File: src/core/ptr_interp_pkg.sv
package ptr_interp_pkg;

	// Register byte offsets
	localparam logic [3:0] OFS_CTRL = 4'h0;
	localparam logic [3:0] OFS_STATUS = 4'h4;
	localparam logic [3:0] OFS_POINTER = 4'h8;

	// Control field positions
	localparam int CTRL_SS_DIS_BIT = 0;
	localparam int CTRL_SPACE_DIS_BIT = 1;
	localparam int CTRL_ILLEGAL_DIS_BIT = 2;
	localparam logic [2:0] CTRL_RST = 3'h0;

	// Status field positions
	localparam int STS_INV_PTR_BIT = 0;
	localparam int STS_BAD_NDF_BIT = 1;
	localparam int STS_NEW_PTR_BIT = 2;
	localparam int STS_DISCONT_BIT = 3;
	localparam int STS_ILLEGAL_BIT = 4;
	localparam int STS_STATE_LSB = 8;
	localparam logic [4:0] STS_RST = 5'h00;

	// Pointer word layout and limits
	localparam logic [9:0] PTR_MAX = 10'h30e;
	localparam logic [9:0] PTR_RST = 10'h000;
	localparam logic [1:0] SS_SDH = 2'h2;
	localparam logic [7:0] ALL_ONES = 8'hff;
	localparam logic [2:0] MAJORITY = 3'h3;

	// Frame counts for consecutive runs and adjustment spacing
	localparam logic [1:0] SPACING_FRAMES = 2'h3;
	localparam logic [1:0] AIS_RUN = 2'h3;
	localparam logic [1:0] EQ_RUN = 2'h3;
	localparam logic [3:0] INV_RUN = 4'h8;
	localparam logic [3:0] NDF_RUN = 4'h8;

	typedef enum logic [2:0] {
		ST_NORM = 3'b001,
		ST_AIS = 3'b010,
		ST_LOP = 3'b100
	} pi_state_t;

	typedef struct packed {
		logic norm;
		logic ndf;
		logic ais;
		logic inc;
		logic dec;
		logic inv;
		logic bad_ndf;
		logic newp;
		logic illegal;
	} ptr_event_t;

endpackage

File: src/core/sonet_pointer_interpreter.sv
// Added by the designer: the Avalon-MM interface to the registers and the placing of the registers.
`timescale 1ns/1ns
`default_nettype none

// Register map, byte offsets:
// 0x0 control: bit0 drops size check, bit1 drops spacing, bit2 drops illegal flag
// 0x4 status: bits 4:0 sticky, write one to clear; bits 10:8 one-hot state
// 0x8 pointer: bits 9:0 active offset, read only

// Majority vote over a small group of bits
module bit_vote5 #(
	parameter int WIDTH = 5, // Bits voted on
	parameter int NEED = 3 // Set bits that make a majority
) (
	input wire logic [WIDTH-1:0] bits_in, // Bits to count
	output logic hit // At least NEED bits set
);
	logic [7:0] ones;

	always_comb begin
		ones = 8'h00;
		for (int k = 0; k < WIDTH; k++) begin
			ones = ones + {7'h00, bits_in[k]};
		end
		hit = ones >= 8'(NEED);
	end
endmodule

module sonet_pointer_interpreter
	import ptr_interp_pkg::*;
(
	input wire logic mclk, // 25 MHz byte-rate clock
	input wire logic arst_n, // Async reset, active low
	input wire logic [7:0] h1_byte, // First pointer byte
	input wire logic [7:0] h2_byte, // Second pointer byte
	input wire logic ptr_valid, // One pulse per frame, bytes valid
	input wire logic [3:0] avs_address, // Byte address
	input wire logic avs_read, // Read request
	input wire logic avs_write, // Write request
	input wire logic [31:0] avs_writedata, // Write data
	input wire logic [3:0] avs_byteenable, // Byte lanes
	output logic [31:0] avs_readdata, // Read data
	output logic avs_waitrequest, // Stall until access done
	output logic path_alarm_out, // Path alarm state indication
	output logic pointer_lost_out // Pointer lost state indication
);

	pi_state_t state_ff, nxt_state;
	logic [9:0] active_ff, nxt_active;
	logic [9:0] cand_ff;
	logic [1:0] ais_cnt_ff, eq_cnt_ff, since_ff;
	logic [3:0] inv_cnt_ff, ndf_cnt_ff;
	logic [2:0] ctrl_ff;
	logic [4:0] sts_ff;
	logic path_alarm_ff, pointer_lost_ff;
	logic wait_ff;
	logic [31:0] rdata_ff;

	ptr_event_t ev;
	logic [3:0] ndf_code;
	logic [1:0] ss_bits;
	logic [9:0] rx_ptr, diff;
	logic ndf_on, ndf_off, ss_ok, in_range, valid_off;
	logic i_maj, d_maj, spacing_ok, inc_raw, dec_raw;
	logic trk, eq_hit, changed, discont;
	logic acc, wr_ok;
	logic [4:0] sts_set, sts_clr;

	assign ndf_code = h1_byte[7:4];
	assign ss_bits = h1_byte[3:2];
	assign rx_ptr = {h1_byte[1:0], h2_byte};
	assign diff = rx_ptr ^ active_ff;

	// Flag code classes
	always_comb begin
		ndf_on = 1'b0;
		ndf_off = 1'b0;
		case (ndf_code)
			4'h9, 4'h1, 4'hd, 4'hb, 4'h8: ndf_on = 1'b1;
			4'h6, 4'he, 4'h2, 4'h4, 4'h7: ndf_off = 1'b1;
			default: ;
		endcase
	end

	assign ss_ok = ctrl_ff[CTRL_SS_DIS_BIT] | (ss_bits == SS_SDH);
	assign in_range = rx_ptr <= PTR_MAX;
	assign valid_off = ndf_off & ss_ok & in_range;
	// I bits sit at odd positions from the top, D bits interleave them
	bit_vote5 #(
		.WIDTH(5),
		.NEED(int'(MAJORITY))
	) i_vote_u (
		.bits_in({diff[9], diff[7], diff[5], diff[3], diff[1]}),
		.hit(i_maj)
	);
	bit_vote5 #(
		.WIDTH(5),
		.NEED(int'(MAJORITY))
	) d_vote_u (
		.bits_in({diff[8], diff[6], diff[4], diff[2], diff[0]}),
		.hit(d_maj)
	);
	assign spacing_ok = ctrl_ff[CTRL_SPACE_DIS_BIT] | (since_ff >= SPACING_FRAMES);
	assign inc_raw = ndf_off & ss_ok & i_maj & ~d_maj;
	assign dec_raw = ndf_off & ss_ok & d_maj & ~i_maj;

	// Per-frame event decode, all quiet between frames
	always_comb begin
		ev = '0;
		if (ptr_valid) begin
			ev.norm = ndf_off & ss_ok & (rx_ptr == active_ff);
			ev.ndf = ndf_on & ss_ok & in_range;
			ev.ais = (h1_byte == ALL_ONES) & (h2_byte == ALL_ONES);
			ev.inc = inc_raw & spacing_ok;
			ev.dec = dec_raw & spacing_ok;
			ev.inv = ~(ev.norm | ev.ndf | ev.ais | ev.inc | ev.dec);
			ev.bad_ndf = ~ndf_on & ~ndf_off & ~ev.ais;
			ev.newp = valid_off & (rx_ptr != active_ff) & ~ev.inc & ~ev.dec;
			ev.illegal = (inc_raw | dec_raw) & (since_ff < SPACING_FRAMES)
				& ~ctrl_ff[CTRL_ILLEGAL_DIS_BIT];
		end
	end

	// Active offset is undefined outside normal, so any steady valid pointer counts there
	assign trk = ptr_valid & ((state_ff == ST_NORM) ? ev.newp : valid_off);
	assign eq_hit = trk & (eq_cnt_ff == EQ_RUN - 2'h1) & (rx_ptr == cand_ff);

	always_comb begin
		nxt_state = state_ff;
		nxt_active = active_ff;
		discont = 1'b0;
		case (state_ff)
			ST_NORM: begin
				if (eq_hit) begin
					nxt_active = rx_ptr;
					discont = 1'b1;
				end else if (ev.inc) begin
					nxt_active = (active_ff == PTR_MAX) ? PTR_RST : active_ff + 10'h001;
				end else if (ev.dec) begin
					nxt_active = (active_ff == PTR_RST) ? PTR_MAX : active_ff - 10'h001;
				end else if (ev.ndf) begin
					nxt_active = rx_ptr;
				end
				if (ev.ais && ais_cnt_ff == AIS_RUN - 2'h1) begin
					nxt_state = ST_AIS;
				end else if (!eq_hit && ev.inv && inv_cnt_ff == INV_RUN - 4'h1) begin
					nxt_state = ST_LOP;
				end else if (ev.ndf && ndf_cnt_ff == NDF_RUN - 4'h1) begin
					nxt_state = ST_LOP;
				end
			end
			ST_AIS: begin
				if (ev.ndf || eq_hit) begin
					nxt_state = ST_NORM;
					nxt_active = rx_ptr;
				end else if (ev.inv && inv_cnt_ff == INV_RUN - 4'h1) begin
					nxt_state = ST_LOP;
				end
			end
			ST_LOP: begin
				if (eq_hit) begin
					nxt_state = ST_NORM;
					nxt_active = rx_ptr;
				end else if (ev.ais && ais_cnt_ff == AIS_RUN - 2'h1) begin
					nxt_state = ST_AIS;
				end
			end
			default: begin
				nxt_state = ST_LOP;
			end
		endcase
	end

	assign changed = nxt_state != state_ff;

	always_ff @(posedge mclk or negedge arst_n) begin
		if (!arst_n) begin
			state_ff <= ST_LOP;
			active_ff <= PTR_RST;
		end else begin
			state_ff <= nxt_state;
			active_ff <= nxt_active;
		end
	end

	// Consecutive-event counters
	always_ff @(posedge mclk or negedge arst_n) begin
		if (!arst_n) begin
			ais_cnt_ff <= 2'h0;
			inv_cnt_ff <= 4'h0;
			ndf_cnt_ff <= 4'h0;
			eq_cnt_ff <= 2'h0;
			cand_ff <= PTR_RST;
		end else if (changed) begin
			ais_cnt_ff <= 2'h0;
			inv_cnt_ff <= 4'h0;
			ndf_cnt_ff <= 4'h0;
			eq_cnt_ff <= 2'h0;
		end else if (ptr_valid) begin
			ais_cnt_ff <= !ev.ais ? 2'h0 : (ais_cnt_ff == AIS_RUN ? AIS_RUN : ais_cnt_ff + 2'h1);
			inv_cnt_ff <= !ev.inv ? 4'h0 : (inv_cnt_ff == INV_RUN ? INV_RUN : inv_cnt_ff + 4'h1);
			ndf_cnt_ff <= !ev.ndf ? 4'h0 : (ndf_cnt_ff == NDF_RUN ? NDF_RUN : ndf_cnt_ff + 4'h1);
			cand_ff <= rx_ptr;
			if (!trk || eq_hit) begin
				eq_cnt_ff <= 2'h0;
			end else if (eq_cnt_ff != 2'h0 && rx_ptr == cand_ff) begin
				eq_cnt_ff <= eq_cnt_ff + 2'h1;
			end else begin
				eq_cnt_ff <= 2'h1;
			end
		end
	end

	// Frames since the last accepted adjustment or flag-enabled event
	always_ff @(posedge mclk or negedge arst_n) begin
		if (!arst_n) begin
			since_ff <= SPACING_FRAMES;
		end else if (ptr_valid) begin
			if (ev.inc || ev.dec || ev.ndf) begin
				since_ff <= 2'h0;
			end else if (since_ff != SPACING_FRAMES) begin
				since_ff <= since_ff + 2'h1;
			end
		end
	end

	always_ff @(posedge mclk or negedge arst_n) begin
		if (!arst_n) begin
			path_alarm_ff <= 1'b0;
			pointer_lost_ff <= 1'b0;
		end else begin
			path_alarm_ff <= nxt_state == ST_AIS;
			pointer_lost_ff <= nxt_state == ST_LOP;
		end
	end

	// Avalon slave: one wait cycle, then the access completes
	assign acc = (avs_read | avs_write) & ~wait_ff;
	assign wr_ok = acc & avs_write & avs_byteenable[0];

	always_ff @(posedge mclk or negedge arst_n) begin
		if (!arst_n) begin
			wait_ff <= 1'b1;
		end else if (wait_ff) begin
			wait_ff <= ~(avs_read | avs_write);
		end else begin
			wait_ff <= 1'b1;
		end
	end

	always_ff @(posedge mclk or negedge arst_n) begin
		if (!arst_n) begin
			rdata_ff <= 32'h0000_0000;
		end else if (wait_ff && avs_read) begin
			case (avs_address)
				OFS_CTRL: rdata_ff <= {29'h0000_0000, ctrl_ff};
				OFS_STATUS: rdata_ff <= {21'h00_0000, state_ff, 3'h0, sts_ff};
				OFS_POINTER: rdata_ff <= {22'h00_0000, active_ff};
				default: rdata_ff <= 32'h0000_0000;
			endcase
		end
	end

	always_ff @(posedge mclk or negedge arst_n) begin
		if (!arst_n) begin
			ctrl_ff <= CTRL_RST;
		end else if (wr_ok && avs_address == OFS_CTRL) begin
			ctrl_ff <= avs_writedata[2:0];
		end
	end

	always_comb begin
		sts_set = '0;
		sts_set[STS_INV_PTR_BIT] = ev.inv;
		sts_set[STS_BAD_NDF_BIT] = ev.bad_ndf;
		sts_set[STS_NEW_PTR_BIT] = ev.newp & ~eq_hit;
		sts_set[STS_DISCONT_BIT] = discont;
		sts_set[STS_ILLEGAL_BIT] = ev.illegal;
		sts_clr = (wr_ok && avs_address == OFS_STATUS) ? avs_writedata[4:0] : 5'h00;
	end

	// Write-one-to-clear; a new event in the same cycle survives
	always_ff @(posedge mclk or negedge arst_n) begin
		if (!arst_n) begin
			sts_ff <= STS_RST;
		end else begin
			sts_ff <= (sts_ff & ~sts_clr) | sts_set;
		end
	end

	assign avs_readdata = rdata_ff;
	assign avs_waitrequest = wait_ff;
	assign path_alarm_out = path_alarm_ff;
	assign pointer_lost_out = pointer_lost_ff;

endmodule

`default_nettype wire

File: config.mk
export PLATFORM = sky130hd
export DESIGN_NAME = sonet_pointer_interpreter
export DESIGN_NICKNAME = d
export VERILOG_FILES = /design/src/core/ptr_interp_pkg.sv /design/src/core/sonet_pointer_interpreter.sv
export SDC_FILE = /design/constraint.sdc
export NUM_CORES = 1
export LEC_CHECK = 0
export ABC_AREA = 1
export BUFFER_PORTS_ARGS = -buffer_cell sky130_fd_sc_hd__buf_2
export CORE_MARGIN = 2
export CORE_UTILIZATION = 35
export DETAILED_ROUTE_END_ITERATION = 10
export SETUP_SLACK_MARGIN = 0.5
export SYNTH_ARGS = -nofsm -noshare
export SYNTH_HDL_FRONTEND = slang
export SYNTH_HIERARCHICAL = 1
export SYNTH_SLANG_ARGS = --single-unit
File: constraint.sdc
create_clock -name mclk -period 11.8 [get_ports mclk]
set_clock_uncertainty 0.15 [all_clocks]
set_input_delay 1.18 -clock mclk [delete_from_list [all_inputs] [get_ports mclk]]
set_output_delay 1.18 -clock mclk [all_outputs]
set_load 0.005 [all_outputs]
; ---- Yosys cells after proc, flatten, opt, wreduce, memory -nomap -nowiden
; Cells that the tools add are included.
[word_totals]
input_bits = 61
ff_bits = 80
[classes]
eq_ne = 36
magnitude_cmp = 5
n_addsub = 15
mux = 44
reduce_logical = 26
n_bitwise = 51
[op_table]
columns = op, n
row1 = 2-to-1 mux 10 bit, 8
row2 = adder 8 x 1 -> 8 bit, 6
row3 = one-hot mux 11 bit (3 select lines), 1
row4 = "== test 4 bit, second input constant", 8
row5 = 2-to-1 mux 4 bit, 8
row6 = one-hot mux 10 bit (3 select lines), 1
row7 = AND 1 bit, 26
row8 = "== test 4 x 3 -> 1 bit, second input constant", 6
row9 = 2-to-1 mux 3 bit, 7
row10 = == test 10 bit, 2
row11 = 2-to-1 mux 2 bit, 10
row12 = "== test 8 bit, second input constant", 2
row13 = "greater-or-equal comparator 8 x 2 -> 1 bit, second input constant", 2
row14 = inverter 1 bit, 13
row15 = "adder 10 x 1 -> 10 bit, second input constant", 1
row16 = "== test 10 bit, second input constant", 1
row17 = "<= comparator 10 bit, second input constant", 1
row18 = logical NOT 10 bit, 1
row19 = != test 10 bit, 1
row20 = OR reduction 5 bit, 2
row21 = "subtractor 10 x 1 -> 10 bit, second input constant", 1
row22 = bitwise XOR 10 bit, 1
row23 = logical AND 1 bit, 9
row24 = one-hot mux 3 bit (3 select lines), 1
row25 = 28 further kinds, 58

; ---- Longest topological paths before layout
; Gate-level depths: netlist of run 1.
[logic_depth]
word_depth = 26
depth_mapped = 29
ltp_nobuf = 27

; ---- By module
; Netlist of run 1, hierarchy kept.
[modules_own_cells]
columns = module, area_per_inst_um2, cells_per_inst, n_inst
row1 = sonet_pointer_interpreter, 4222.8, 585, 1
row2 = bit_vote5, 82.6, 11, 2

; ---- Worst setup path before layout of run 1
; Ideal clock, no wire load.
[synth_timing]
path_type = input-to-reg
from = input port h2_byte[0]
to = register inv_cnt_ff[0]
path_buffers = 2
setup_slack_ps = 7362
path_stages = 26
required_ps = 11533
t_arrival_ps = 4171
cell_sequence = inv_1 nand2_1 nand2_1 fa_1 inv_1 fa_1 inv_1 ha_1 nand2_1 nand2_1 nor2_1 inv_1 a21oi_1 nand2_1 nand3_1 nor2_1 nand2_2 nand2_1 nand2_2 nand3_1 nand2_2 nor2_4 buf_6 buf_12 nand2_1 nand2_1
[synth_via]
elab_chain_len = 25
[synth_lines]
columns = element, line
row1 = "start, declared", sonet_pointer_interpreter.sv:35  ; input wire logic [7:0] h2_byte,
row2 = bitwise XOR 10 bit *, sonet_pointer_interpreter.sv:72  ; assign diff = rx_ptr ^ active_ff;
row3 = net diff[0], sonet_pointer_interpreter.sv:62  ; logic [9:0] rx_ptr, diff;
row4 = adder 1 x 1 -> 2 bit *, sonet_pointer_interpreter.sv:23  ; ones = ones + {7'h00, bits_in[k]};
row5 = adder 8 x 1 -> 8 bit * (3 in a row), sonet_pointer_interpreter.sv:23
row6 = greater-or-equal comparator 8 x 2 -> 1 bit *, sonet_pointer_interpreter.sv:25  ; hit = ones >= 8'(NEED);
row7 = net d_maj, sonet_pointer_interpreter.sv:64  ; logic i_maj, d_maj, spacing_ok, inc_raw, dec_raw;
row8 = inverter 1 bit, sonet_pointer_interpreter.sv:104  ; assign inc_raw = ndf_off & ss_ok & i_maj & ~d_maj;
row9 = AND 1 bit, sonet_pointer_interpreter.sv:104
row10 = [7 not listed], -
row11 = AND 1 bit (2 in a row), sonet_pointer_interpreter.sv:126  ; assign eq_hit = trk & (eq_cnt_ff == EQ_RUN - 2'h1) & (rx_ptr == cand_ff);
row12 = logical NOT 1 bit, sonet_pointer_interpreter.sv:146  ; end else if (!eq_hit && ev.inv && inv_cnt_ff == INV_RUN - 4'h1) begin
row13 = logical AND 1 bit (2 in a row), sonet_pointer_interpreter.sv:146
row14 = 2-to-1 mux 3 bit, sonet_pointer_interpreter.sv:146
row15 = 2-to-1 mux 3 bit, sonet_pointer_interpreter.sv:144  ; if (ev.ais && ais_cnt_ff == AIS_RUN - 2'h1) begin
row16 = one-hot mux 3 bit (3 select lines), sonet_pointer_interpreter.sv:132  ; case (state_ff)
row17 = != test 3 bit, sonet_pointer_interpreter.sv:174  ; assign changed = nxt_state != state_ff;
row18 = 2-to-1 mux 4 bit or nonzero test 2 bit (tied branches), -
row19 = "end signal, assigned", sonet_pointer_interpreter.sv:201  ; inv_cnt_ff <= !ev.inv ? 4'h0 : (inv_cnt_ff == INV_RUN ? INV_RUN : inv_cnt_ff + 4'h1);
row20 = "end, declared", sonet_pointer_interpreter.sv:52  ; logic [3:0] inv_cnt_ff, ndf_cnt_ff;
; Mark *: on every way through the listed nets, which the timed path passes. The rest lies on a longest branch. The select of a mux whose other input is x is not followed.
; A chain may end at the register's enable or synchronous reset.

; ---- Final worst setup path of run 1
[layout_timing]
from = input port h2_byte[0]
to = register ais_cnt_ff[1]
[layout_via]
elab_chain_len = 25
[layout_lines]
columns = element, line
row1 = bitwise XOR 10 bit *, sonet_pointer_interpreter.sv:72
row2 = net diff[0], sonet_pointer_interpreter.sv:62
row3 = adder 1 x 1 -> 2 bit *, sonet_pointer_interpreter.sv:23
row4 = adder 8 x 1 -> 8 bit * (3 in a row), sonet_pointer_interpreter.sv:23
row5 = greater-or-equal comparator 8 x 2 -> 1 bit *, sonet_pointer_interpreter.sv:25
row6 = net d_maj, sonet_pointer_interpreter.sv:64
row7 = inverter 1 bit, sonet_pointer_interpreter.sv:104
row8 = AND 1 bit, sonet_pointer_interpreter.sv:104
row9 = [7 not listed], -
row10 = AND 1 bit (2 in a row), sonet_pointer_interpreter.sv:126
row11 = logical NOT 1 bit, sonet_pointer_interpreter.sv:146
row12 = logical AND 1 bit (2 in a row), sonet_pointer_interpreter.sv:146
row13 = 2-to-1 mux 3 bit, sonet_pointer_interpreter.sv:146
row14 = 2-to-1 mux 3 bit, sonet_pointer_interpreter.sv:144
row15 = one-hot mux 3 bit (3 select lines) *, sonet_pointer_interpreter.sv:132
row16 = != test 3 bit *, sonet_pointer_interpreter.sv:174
row17 = 2-to-1 mux 2 bit or nonzero test 2 bit (tied branches), -
row18 = "end signal, assigned", sonet_pointer_interpreter.sv:200  ; ais_cnt_ff <= !ev.ais ? 2'h0 : (ais_cnt_ff == AIS_RUN ? AIS_RUN : ais_cnt_ff + 2'h1);
row19 = "end, declared", sonet_pointer_interpreter.sv:51  ; logic [1:0] ais_cnt_ff, eq_cnt_ff, since_ff;
; Marked as above.

==> results of run 1 <==
## state kept, by name (all words and copies together) (netlist names), 3 cells and up
| name | count |
|---|---|
| avs_readdata | 11 |
| active_ff | 10 |
| cand_ff | 10 |
| sts_ff | 5 |
| inv_cnt_ff | 4 |
| ndf_cnt_ff | 4 |
| ctrl_ff | 3 |
| state_ff | 3 |
## layout make-up
type	instances	area (sq um)
Fill cell	1306	7180
Multi-Input combinational cell	445	2410
Sequential cell	59	1480
Inverter	91	342
Clock buffer	11	233
Timing Repair Buffer	45	228
Tap cell	168	210
Clock inverter	5	32.5
## per-layer routing
layer | share of wire [%] | global-route usage, % | vias up
li1 | - | - | 2008
met1 | 46 | 23.0 | 1909
met2 | 48 | 29.1 | 113
met3 | 4.8 | 3.50 | 11
met4 | 0.84 | 3.25 | 0
met5 | 0 | 0 | -
## cell usage in the layout, fill, tap and decap left out, types with 9 or more instances in the layout
master	n
xor2_1	20
a21oi_1	18
ha_1	12
nor3_1	11
buf_2	44
o21ai_0	47
nand2_1	149
o22ai_1	13
inv_1	83
conb_1	21
dfrtp_1	55
nor2_1	37
nand3_1	47
clkbuf_16	9
## power by group
group | switching [mW] | total, mW | internal, mW
Sequential | 0.0169 | 0.243 | 0.226
Clock | 0.0929 | 0.234 | 0.141
Combinational | 0.0619 | 0.101 | 0.0394
Total | 0.172 | 0.578 | 0.406
## cells by family after synthesis
kind of cell,after synthesis,share of synthesized area [%]
and+or+nand+nor,291,31.3
other,1,0.0855
xor gates and xnor gates,22,4.39
AOI/OAI and AO/OA,95,12.2
DFF,59,33.8
adders and majority gates,16,5.25
buffers and inverters,123,13.1
## worst max-delay path, cell delays in order
cell	delay, ns
buf_2	0.16
inv_1	0.05
nand2_1	0.05
nand2_1	0.11
fa_1	0.55
inv_1	0.05
fa_1	0.35
inv_1	0.06
ha_1	0.22
nand2_1	0.07
nand2_1	0.11
nor2_1	0.16
inv_1	0.05
a21oi_1	0.25
nand2_1	0.16
nand3_1	0.23
nor2_1	0.11
nand2_2	0.08
nand3b_1	0.09
o21ai_0	0.14
nand2_1	0.14
nor2_4	0.59
inv_1	0.15
a21oi_1	0.15
## worst paths after layout
kind                                      start  slack [ns]         endpoint  cells after the start
worst min register to register  avs_readdata[4]        0.32  avs_readdata[4]                      2
worst min-delay path            avs_readdata[4]        0.32  avs_readdata[4]                      2
worst max register to register     active_ff[0]        7.02    ais_cnt_ff[1]                     23
max in group asynchronous                arst_n       10.13     active_ff[6]                      2
worst max-delay path                 h2_byte[0]        6.63    ais_cnt_ff[1]                     24
min in group asynchronous                arst_n        0.86    ndf_cnt_ff[1]                      2
## stage by stage
stage	hold WS (ns)	cell area, sq um
finish	0.323	4930
floorplan	0.302	4460
detailed placement	0.313	4670
global route	0.340	4930
global placement	0.313	4670
CTS	0.328	4930
==> metrics.md, run 1 <==
| Metric | Value |
|---|---|
| Port Buffer Count | `44` |
| DRT antenna net count | `0` |
| Area Overhead vs Synth | `12.4%` |
| Largest net degree at the start of global routing | `60` |
| Startpoint types | `input pin` |
| Antenna diode instance count | `0` |
| Arrival time at the worst endpoint | `5.27 ns` |
| Unrepaired setup endpoints after global routing | `no` |
| Clk slew on worst S/H paths | `0.05 ns` |
| Worst slew pin tran | `0.767 ns` |
| GRT overflow | `0` |
| Critical path required time | `11.90 ns` |
| Hold buffer count at cts | `0` |
| Initial DRC count | `274` |
| Post-layout min period | `5.17 ns` |
| Drt drc | `0` |
| Maximum clock frequency | `194 MHz` |
| Routability congestion estimate | `0.921` |
| Post-synth ARST share | `100%` |
| CTS sink count | `59` |
| Dpl ws | `6.23 ns` |
| # Post-CTS Setup Buffers | `0` |
| Drt via density | `4.90` |
| Leak | `2.55 nW` |
| CTS tree | `yes` |
| Core Box Area | `12100 sq um` |
| Dpl cells | `808` |
| Max-cap violations | `0` |
| DP HPWL | `8590 um` |
| Global-route usage over all layers | `17.2%` |
| Post-route clock period utilization | `43.8%` |
| Initial Utilization | `36.2%` |
| Die X | `116 um` |
| WL final | `11200 um` |
| Post-synth top cells | `nand2_1, inv_1, dfrtp_1` |
| Cts bufs inserted | `9` |
| Final Hold Viols | `0` |
| First-pass DRT Iterations | `5` |
| Syn Inst Count | `607` |
| Vias in the first global route | `3756` |
| Htree depth | `3` |
| Count leader, synth | `nand2_1` |
| Worst Hold Class | `flop to flop` |
| Crit Path Category | `input pin to flop` |
| Final worst-path setup slack | `6.63 ns` |
| Syn avg cell area | `7.23 sq um` |
| Share of cells above drive strength 1 | `15.5%` |
| First-pass GRT wire length | `18200 um` |
| Final setup TNS | `0 ns` |
| Clock Latency Late Sink | `0.33 ns` |
| Post-synth EDFFs | `0` |
| Yosys reg bits | `59` |
| Die Ht | `116 um` |
| Ys flop type | `dfrtp_1` |
| Initial antenna violation count | `0` |
| FP Rows | `40` |
| Largest area contributor in the netlist | `dfrtp_1` |
| DR vias | `4041` |
| Post-synth cell types | `45` |
| Total power | `578 uW` |
| Main area contributors after synthesis | `dfrtp_1, nand2_1, inv_1` |
| Post-CTS Resized | `0` |
| Status | `complete, no violations` |
| Root Driver | `clkbuf_16` |
| Final Setup Violations | `0` |
| Crit-path max FO | `29` |
| Final net count | `728` |
| Core Util, Final | `40.7%` |
| Seq/Total Area, Yosys | `33.8%` |
| Top cell type's share of synthesized area | `31.4%` |
| Critical path capture point type | `flop` |
| Post-Syn Area | `4390 sq um` |
| Pwr/cell area | `117 nW/um^2` |
| Slew HR | `48.9%` |
| Post-DR wirelength/cell | `13.6 um` |
| Final cell count without fillers | `824` |
| Die area | `13400 sq um` |
| Max IR drop VDD | `0.0510 mV` |
| Synth warn | `6` |
| Clock buffer depth | `2` |
| Io pins | `96` |
| Slew Viols, Final | `0` |
Note: power is estimated with default switching activity, not from simulation.
==> run 2, diff against run 1 <==
Clock period 11.8 ns to 5.2 ns, I/O delays scaled along.
==> run 2 against run 1 <==
  * Final area grew 2.0%
  * Worst hold slack lost 0.12 ns
  * Critical path depth grew 2
  * Setup slack lost 5.8 ns
  * Count of clock-buffer cells in the layout grew 3
  * Die area is the same
  * Largest cell class unchanged
  * Highest routed layer unchanged
==> metrics.md, run 2 (same netlist as run 1, synthesis figures left out) <==
| Metric | Value |
|---|---|
| Status | `complete, no violations (unchanged)` |
| Final hold slack | `0.203 ns (was 0.323 ns)` |
| Final worst-path setup slack | `0.786 ns (was 6.63 ns)` |
| First-pass GRT wire length | `18800 um (was 18200 um)` |
| Reg2Reg Depth | `26 (was 23)` |
| Arrival time at the worst endpoint | `4.53 ns (was 5.27 ns)` |
| Most frequent cells in the layout | `nand2_1, inv_1, dfrtp_1 (unchanged)` |
| Final Setup Violations | `0 (unchanged)` |
| Total power | `1.39 mW (was 578 uW)` |
| Die X | `116 um (unchanged)` |
| Critical path capture point type | `flop (unchanged)` |
| Max IR drop VDD | `0.145 mV (was 0.0510 mV)` |
| Drt drc | `0 (unchanged)` |
| FILL cells | `1316 (was 1306)` |
| DR vias | `4070 (was 4041)` |
| Leak | `2.60 nW (was 2.55 nW)` |
| Die area | `13400 sq um (unchanged)` |
| Post-DR wirelength/cell | `13.7 um (was 13.6 um)` |
| FP Rows | `40 (unchanged)` |
| Vias in the first global route | `3868 (was 3756)` |
| Clk slew on worst S/H paths | `0.05 ns (about the same)` |
| Final setup TNS | `0 ns (unchanged)` |
| Core Util, Final | `41.5% (was 40.7%)` |
| Dpl ws | `0.539 ns (was 6.23 ns)` |
| GRT overflow | `0 (unchanged)` |
| Hold buffer count at cts | `0 (unchanged)` |
| Pwr/cell area | `277 nW/um^2 (was 117 nW/um^2)` |
| Clock buffer depth | `2 (unchanged)` |
| Final cell count without fillers | `828 (was 824)` |
| R2R Path End | `cand_ff[2] (was ais_cnt_ff[1])` |
| Placed standard-cell area | `4680 sq um (was 4670 sq um)` |
| Final Instance Area | `5030 sq um (was 4930 sq um)` |
| Drt via density | `4.92 (was 4.90)` |
| First-pass DRT Iterations | `5 (unchanged)` |
| Post-route clock period utilization | `84.9%` |
| Largest net degree at the start of global routing | `60 (unchanged)` |
| Share of cells above drive strength 1 | `16.5% (was 15.5%)` |
| Critical Path Start | `active_ff[1] (was h2_byte[0])` |
| Initial DRC count | `292 (was 274)` |
| Initial Utilization | `36.2% (unchanged)` |
| Routability congestion estimate | `0.902 (was 0.921)` |
| Root Driver | `clkbuf_16 (unchanged)` |
| Htree depth | `3 (unchanged)` |
| DRT antenna net count | `0 (unchanged)` |
| Initial antenna violation count | `0 (unchanged)` |
| Worst setup path end | `cand_ff[2] (was ais_cnt_ff[1])` |
| Startpoint types | `flop (was input pin)` |
| CTS tree | `yes (unchanged)` |
| WL final | `11300 um (was 11200 um)` |
| Critical path required time | `5.32 ns (was 11.90 ns)` |
| FF-to-FF setup slack | `0.79 ns (was 7.02 ns)` |
| Slew HR | `48.2% (was 48.9%)` |
| Worst R2R Start | `active_ff[1] (was active_ff[0])` |
| Reg area | `1480 sq um (unchanged)` |
| Area Overhead vs Synth | `14.6% (was 12.4%)` |
| Largest register FFs | `11 (unchanged)` |
| Port Buffer Count | `44 (unchanged)` |
| Clock Latency Late Sink | `0.33 ns (about the same)` |
| Commonest non-fill, non-tap cell in the layout | `nand2_1 (unchanged)` |
| Global-route usage over all layers | `17.6% (was 17.2%)` |
| Unrepaired setup endpoints after global routing | `no (unchanged)` |
| Worst slew pin tran | `0.777 ns (was 0.767 ns)` |
| CTS sink count | `59 (unchanged)` |
| Die Ht | `116 um (unchanged)` |
| Max-cap violations | `0 (unchanged)` |
| Multi-input logic area | `2420 sq um (was 2410 sq um)` |
| Maximum clock frequency | `227 MHz` |
| Worst Hold Class | `input pin to flop (was flop to flop)` |
| DP HPWL | `8560 um (was 8590 um)` |
| Io pins | `96 (unchanged)` |
| Slew Viols, Final | `0 (unchanged)` |
| Crit-path max FO | `22 (was 29)` |
| Final net count | `732 (was 728)` |
| Final Hold Viols | `0 (unchanged)` |
| Crit Path Category | `flop to flop (was input pin to flop)` |
| Post-layout min period | `4.41 ns` |
| Dpl cells | `809 (was 808)` |
| Antenna diode instance count | `0 (unchanged)` |
| Cts bufs inserted | `9 (unchanged)` |
| Core Box Area | `12100 sq um (unchanged)` |
==> run 2: how the worst min path moves through the flow <==
stage	to	cells after the start	start
3_5_place_dp	avs_readdata[7]	2	avs_readdata[7]
4_1_cts	avs_waitrequest	2	avs_read
2_1_floorplan	active_ff[0]	0	arst_n
5_1_grt	avs_waitrequest	2	avs_read
3_3_place_gp	avs_readdata[5]	2	avs_readdata[5]
6_report	avs_waitrequest	2	avs_read
==> run 2: per-layer routing <==
| layer | global-route usage, % | part of all wire, % | vias to the layer above | wire (um) |
|---|---|---|---|---|
| met5 | 0 | 0 | - | 0 |
| met2 | 29.9 | 49 | 101 | 5490 |
| li1 | - | - | 2021 | - |
| met1 | 23.5 | 46 | 1938 | 5210 |
| met4 | 4.05 | 0.92 | 0 | 104 |
| met3 | 2.98 | 4.5 | 10 | 507 |
==> run 2: layout make-up <==
cell class                 instances  area share (%)
multi-input combinational        445            48.2
sequential                        59            29.5
inverter                          91            6.79
clock buffer                      14            5.45
timing repair buffer              49            5.27
tap                              168            4.18
clock inverter                     2           0.697
==> run 2: worst max-delay path, cell delays in order (launching register included) <==
cell     delay [ns]
dfrtp_1        0.42
inv_1          0.17
nand2_1        0.09
nand2_1        0.11
fa_1           0.55
inv_1          0.05
fa_1           0.35
inv_1          0.06
ha_1           0.22
nand2_1        0.07
nand2_1        0.09
inv_1          0.10
nor2_1         0.06
inv_1          0.07
a21oi_2        0.07
nand2_1        0.12
nand3_1        0.21
nor2_1         0.25
nand2_2        0.09
nand2_1        0.07
nand2_2        0.09
nand3_1        0.20
nand2_2        0.10
nor2_4         0.21
buf_8          0.22
nand3_1        0.09
nand2_1        0.08
==> run 2: what timing repair did <==
action	CTS	global route
buffers inserted	0	3
gates resized for setup	0	6
endpoints found under the setup margin	0	26
==> run 2: power by group <==
group / switching, mW / internal [mW]
clock network: 0.204 / 0.409
logic: 0.141 / 0.0903
registers: 0.0387 / 0.512
total: 0.383 / 1.01
==> run 3, diff against run 2 <==
Clock period 5.2 ns to 4.1 ns, I/O delays scaled along.
==> run 3 against run 2 <==
  * Flip-flop and latch count unchanged
  * Total power increased by 26%
  * Sequential power up 27%
  * Via count grew 5.2%
  * Worst hold slack got worse by 0.12 ns
  * First-iteration DRC count fell by 23%
  * Critical path depth is 1 lower
  * Sequential share of layout area is 3.3 points lower
  * Register-to-register slack worse by 0.47 ns
  * Die area unchanged
  * Fmax grew 17%
  * Count of clock-buffer cells in the layout unchanged
  * Critical path type unchanged
  * Largest cell class unchanged
==> metrics.md, run 3 (same netlist as run 1, synthesis figures left out) <==
| Metric | Value |
|---|---|
| Crit path top cell by count | `nand2_2 (was nand2_1)` |
| Area Overhead vs Synth | `29.6% (was 14.6%)` |
| Post-DR wirelength/cell | `14.2 um (was 13.7 um)` |
| Post-layout min period | `3.79 ns (was 4.41 ns)` |
| Commonest non-fill, non-tap cell in the layout | `nand2_1 (unchanged)` |
| CTS sink count | `59 (unchanged)` |
| WL final | `12400 um (was 11300 um)` |
| Slowest CP cell | `fa_1 (unchanged)` |
| Worst R2R Start | `active_ff[3] (was active_ff[1])` |
| Critical path required time | `4.18 ns (was 5.32 ns)` |
| FP Rows | `40 (unchanged)` |
| Final cell count without fillers | `874 (was 828)` |
| First-pass DRT Iterations | `4 (was 5)` |
| Share of cells above drive strength 1 | `30.5% (was 16.5%)` |
| Arrival time at the worst endpoint | `3.86 ns (was 4.53 ns)` |
| NetSw | `523 uW (was 383 uW)` |
| Core Box Area | `12100 sq um (unchanged)` |
| WP depth | `25 (was 26)` |
| Clk slew on worst S/H paths | `0.05 ns (about the same)` |
| CTS tree | `yes (unchanged)` |
| Drt via density | `4.90 (was 4.92)` |
| Clock Latency Late Sink | `0.35 ns (was 0.33 ns)` |
| Clock power frac | `40.4% (was 43.9%)` |
| Final Hold Viols | `0 (unchanged)` |
| Slew Viols, Final | `0 (unchanged)` |
| Internal power | `1.23 mW (was 1.01 mW)` |
| Final hold slack | `0.0826 ns (was 0.203 ns)` |
| CP Buf/Inv Count | `5 (was 6)` |
| Reg power frac | `39.9% (was 39.5%)` |
| Clock buffer depth | `2 (unchanged)` |
| Leak | `2.88 nW (was 2.60 nW)` |
| Dpl cells | `831 (was 809)` |
| Initial DRC count | `226 (was 292)` |
| Max IR drop VDD | `0.227 mV (was 0.145 mV)` |
| Crit Path Category | `flop to flop (unchanged)` |
| Die X | `116 um (unchanged)` |
| Worst slew pin tran | `0.868 ns (was 0.777 ns)` |
| Placed standard-cell area | `4880 sq um (was 4680 sq um)` |
| Startpoint types | `flop (unchanged)` |
| R2R Path End | `cand_ff[5] (was cand_ff[2])` |
| Max-cap violations | `0 (unchanged)` |
| DP HPWL | `9000 um (was 8560 um)` |
| Gate power share | `19.7% (was 16.6%)` |
| Unrepaired setup endpoints after global routing | `yes (was no)` |
| Worst path top cell family by delay | `simple AND/OR/NAND/NOR gates (unchanged)` |
| Worst setup path end | `cand_ff[5] (was cand_ff[2])` |
| FILL cells | `1228 (was 1316)` |
| Initial Utilization | `36.2% (unchanged)` |
| GRT overflow | `0 (unchanged)` |
| DRT antenna net count | `0 (unchanged)` |
| Status | `complete, no violations (unchanged)` |
| Most frequent cells in the layout | `nand2_1, inv_1, dfrtp_1 (unchanged)` |
| Sw Ratio | `29.8% (was 27.5%)` |
| Slew HR | `41.7% (was 48.2%)` |
| Max stage delay on crit path | `0.54 ns (was 0.55 ns)` |
| Pwr/cell area | `308 nW/um^2 (was 277 nW/um^2)` |
| Root Driver | `clkbuf_16 (unchanged)` |
| Final Instance Area | `5690 sq um (was 5030 sq um)` |
| Final net count | `778 (was 732)` |
| Multi-input logic area | `2710 sq um (was 2420 sq um)` |
| Largest register FFs | `11 (unchanged)` |
| Die Ht | `116 um (unchanged)` |
| Port Buffer Count | `44 (unchanged)` |
| Cts bufs inserted | `9 (unchanged)` |
| Hold Path Depth | `2 (unchanged)` |
| First-pass GRT wire length | `20100 um (was 18800 um)` |
| Die area | `13400 sq um (unchanged)` |
| DR vias | `4283 (was 4070)` |
| Core Util, Final | `47.0% (was 41.5%)` |
| Largest net degree at the start of global routing | `33 (was 60)` |
| Critical path capture point type | `flop (unchanged)` |
| Antenna diode instance count | `0 (unchanged)` |
| Worst Hold Class | `input pin to flop (unchanged)` |
| Reg area | `1490 sq um (was 1480 sq um)` |
| Maximum clock frequency | `264 MHz (was 227 MHz)` |
| Reg2Reg Depth | `25 (was 26)` |
| Critical Path Start | `active_ff[3] (was active_ff[1])` |
| Crit-path max FO | `6 (was 22)` |
| Initial antenna violation count | `0 (unchanged)` |
| Global-route usage over all layers | `19.4% (was 17.6%)` |
| Final setup TNS | `0 ns (unchanged)` |
| Htree depth | `3 (unchanged)` |
| Routability congestion estimate | `0.886 (was 0.902)` |
| Final Setup Violations | `0 (unchanged)` |
| Post-route clock period utilization | `92.3% (was 84.9%)` |
| FF-to-FF setup slack | `0.31 ns (was 0.79 ns)` |
| Vias in the first global route | `4122 (was 3868)` |
| Io pins | `96 (unchanged)` |
| Drt drc | `0 (unchanged)` |
## run 3: cell types whose count changed in the layout (fill, tap and decap cells not counted), moves of 8 or more
cell     change
buf_4       +34
buf_6        +9
inv_1        -8
nand2_1     -25
nand2_2     +15
nand2_4     +10
nand3_1     -12
nand3_2     +11
o21ai_0     -10
o21ai_1      +8
## run 3: how the worst min path moves through the flow
stage | endpoint | start
final | avs_waitrequest | avs_read
after global placement | avs_readdata[4] | avs_readdata[4]
after global routing | avs_waitrequest | avs_read
after detailed placement | avs_readdata[4] | avs_readdata[4]
after floorplan | active_ff[0] | arst_n
after CTS | avs_waitrequest | avs_read
## run 3: what timing repair did
action	in CTS	in global routing
cloned	4	0
endpoints found under the hold margin	26	0
hold buffers	1	0
resized for setup	60	36
pin swaps	36	25
endpoints found under the setup margin	32	34
buffers inserted	18	4
## run 3: final cells by class
class | count | area share (%)
multi-input cells | 446 | 47.6
repair buffers | 94 | 11.7
clock buffers | 14 | 4.64
inverters | 91 | 6.09
well taps | 168 | 3.70
flip-flops and latches | 59 | 26.2
clock inverters | 2 | 0.176
## run 3: through the flow
step | worst slack (ns) | total power [mW]
2_1_floorplan | 0.491 | 0.916
3_3_place_gp | -0.00897 | 0.998
3_5_place_dp | -0.0599 | 1.01
4_1_cts | 0.292 | 1.75
5_1_grt | 0.132 | 1.85
6_report | 0.314 | 1.75
## run 3: power by group through the flow
stage / sequential (mW) / combinational (mW) / clock, mW
2_1_floorplan: 0.697 / 0.219 / 0
3_3_place_gp: 0.703 / 0.294 / 0
3_5_place_dp: 0.708 / 0.304 / 0
4_1_cts: 0.698 / 0.337 / 0.720
5_1_grt: 0.706 / 0.390 / 0.749
6_report: 0.699 / 0.346 / 0.708
## run 3: routing by layer
metal | vias up | track usage, % | routed length, um
met2 | 113 | 32.4 | 5970
met5 | - | 0 | 0
li1 | 2115 | - | -
met3 | 22 | 4.60 | 641
met4 | 0 | 6.90 | 311
met1 | 2033 | 24.6 | 5520
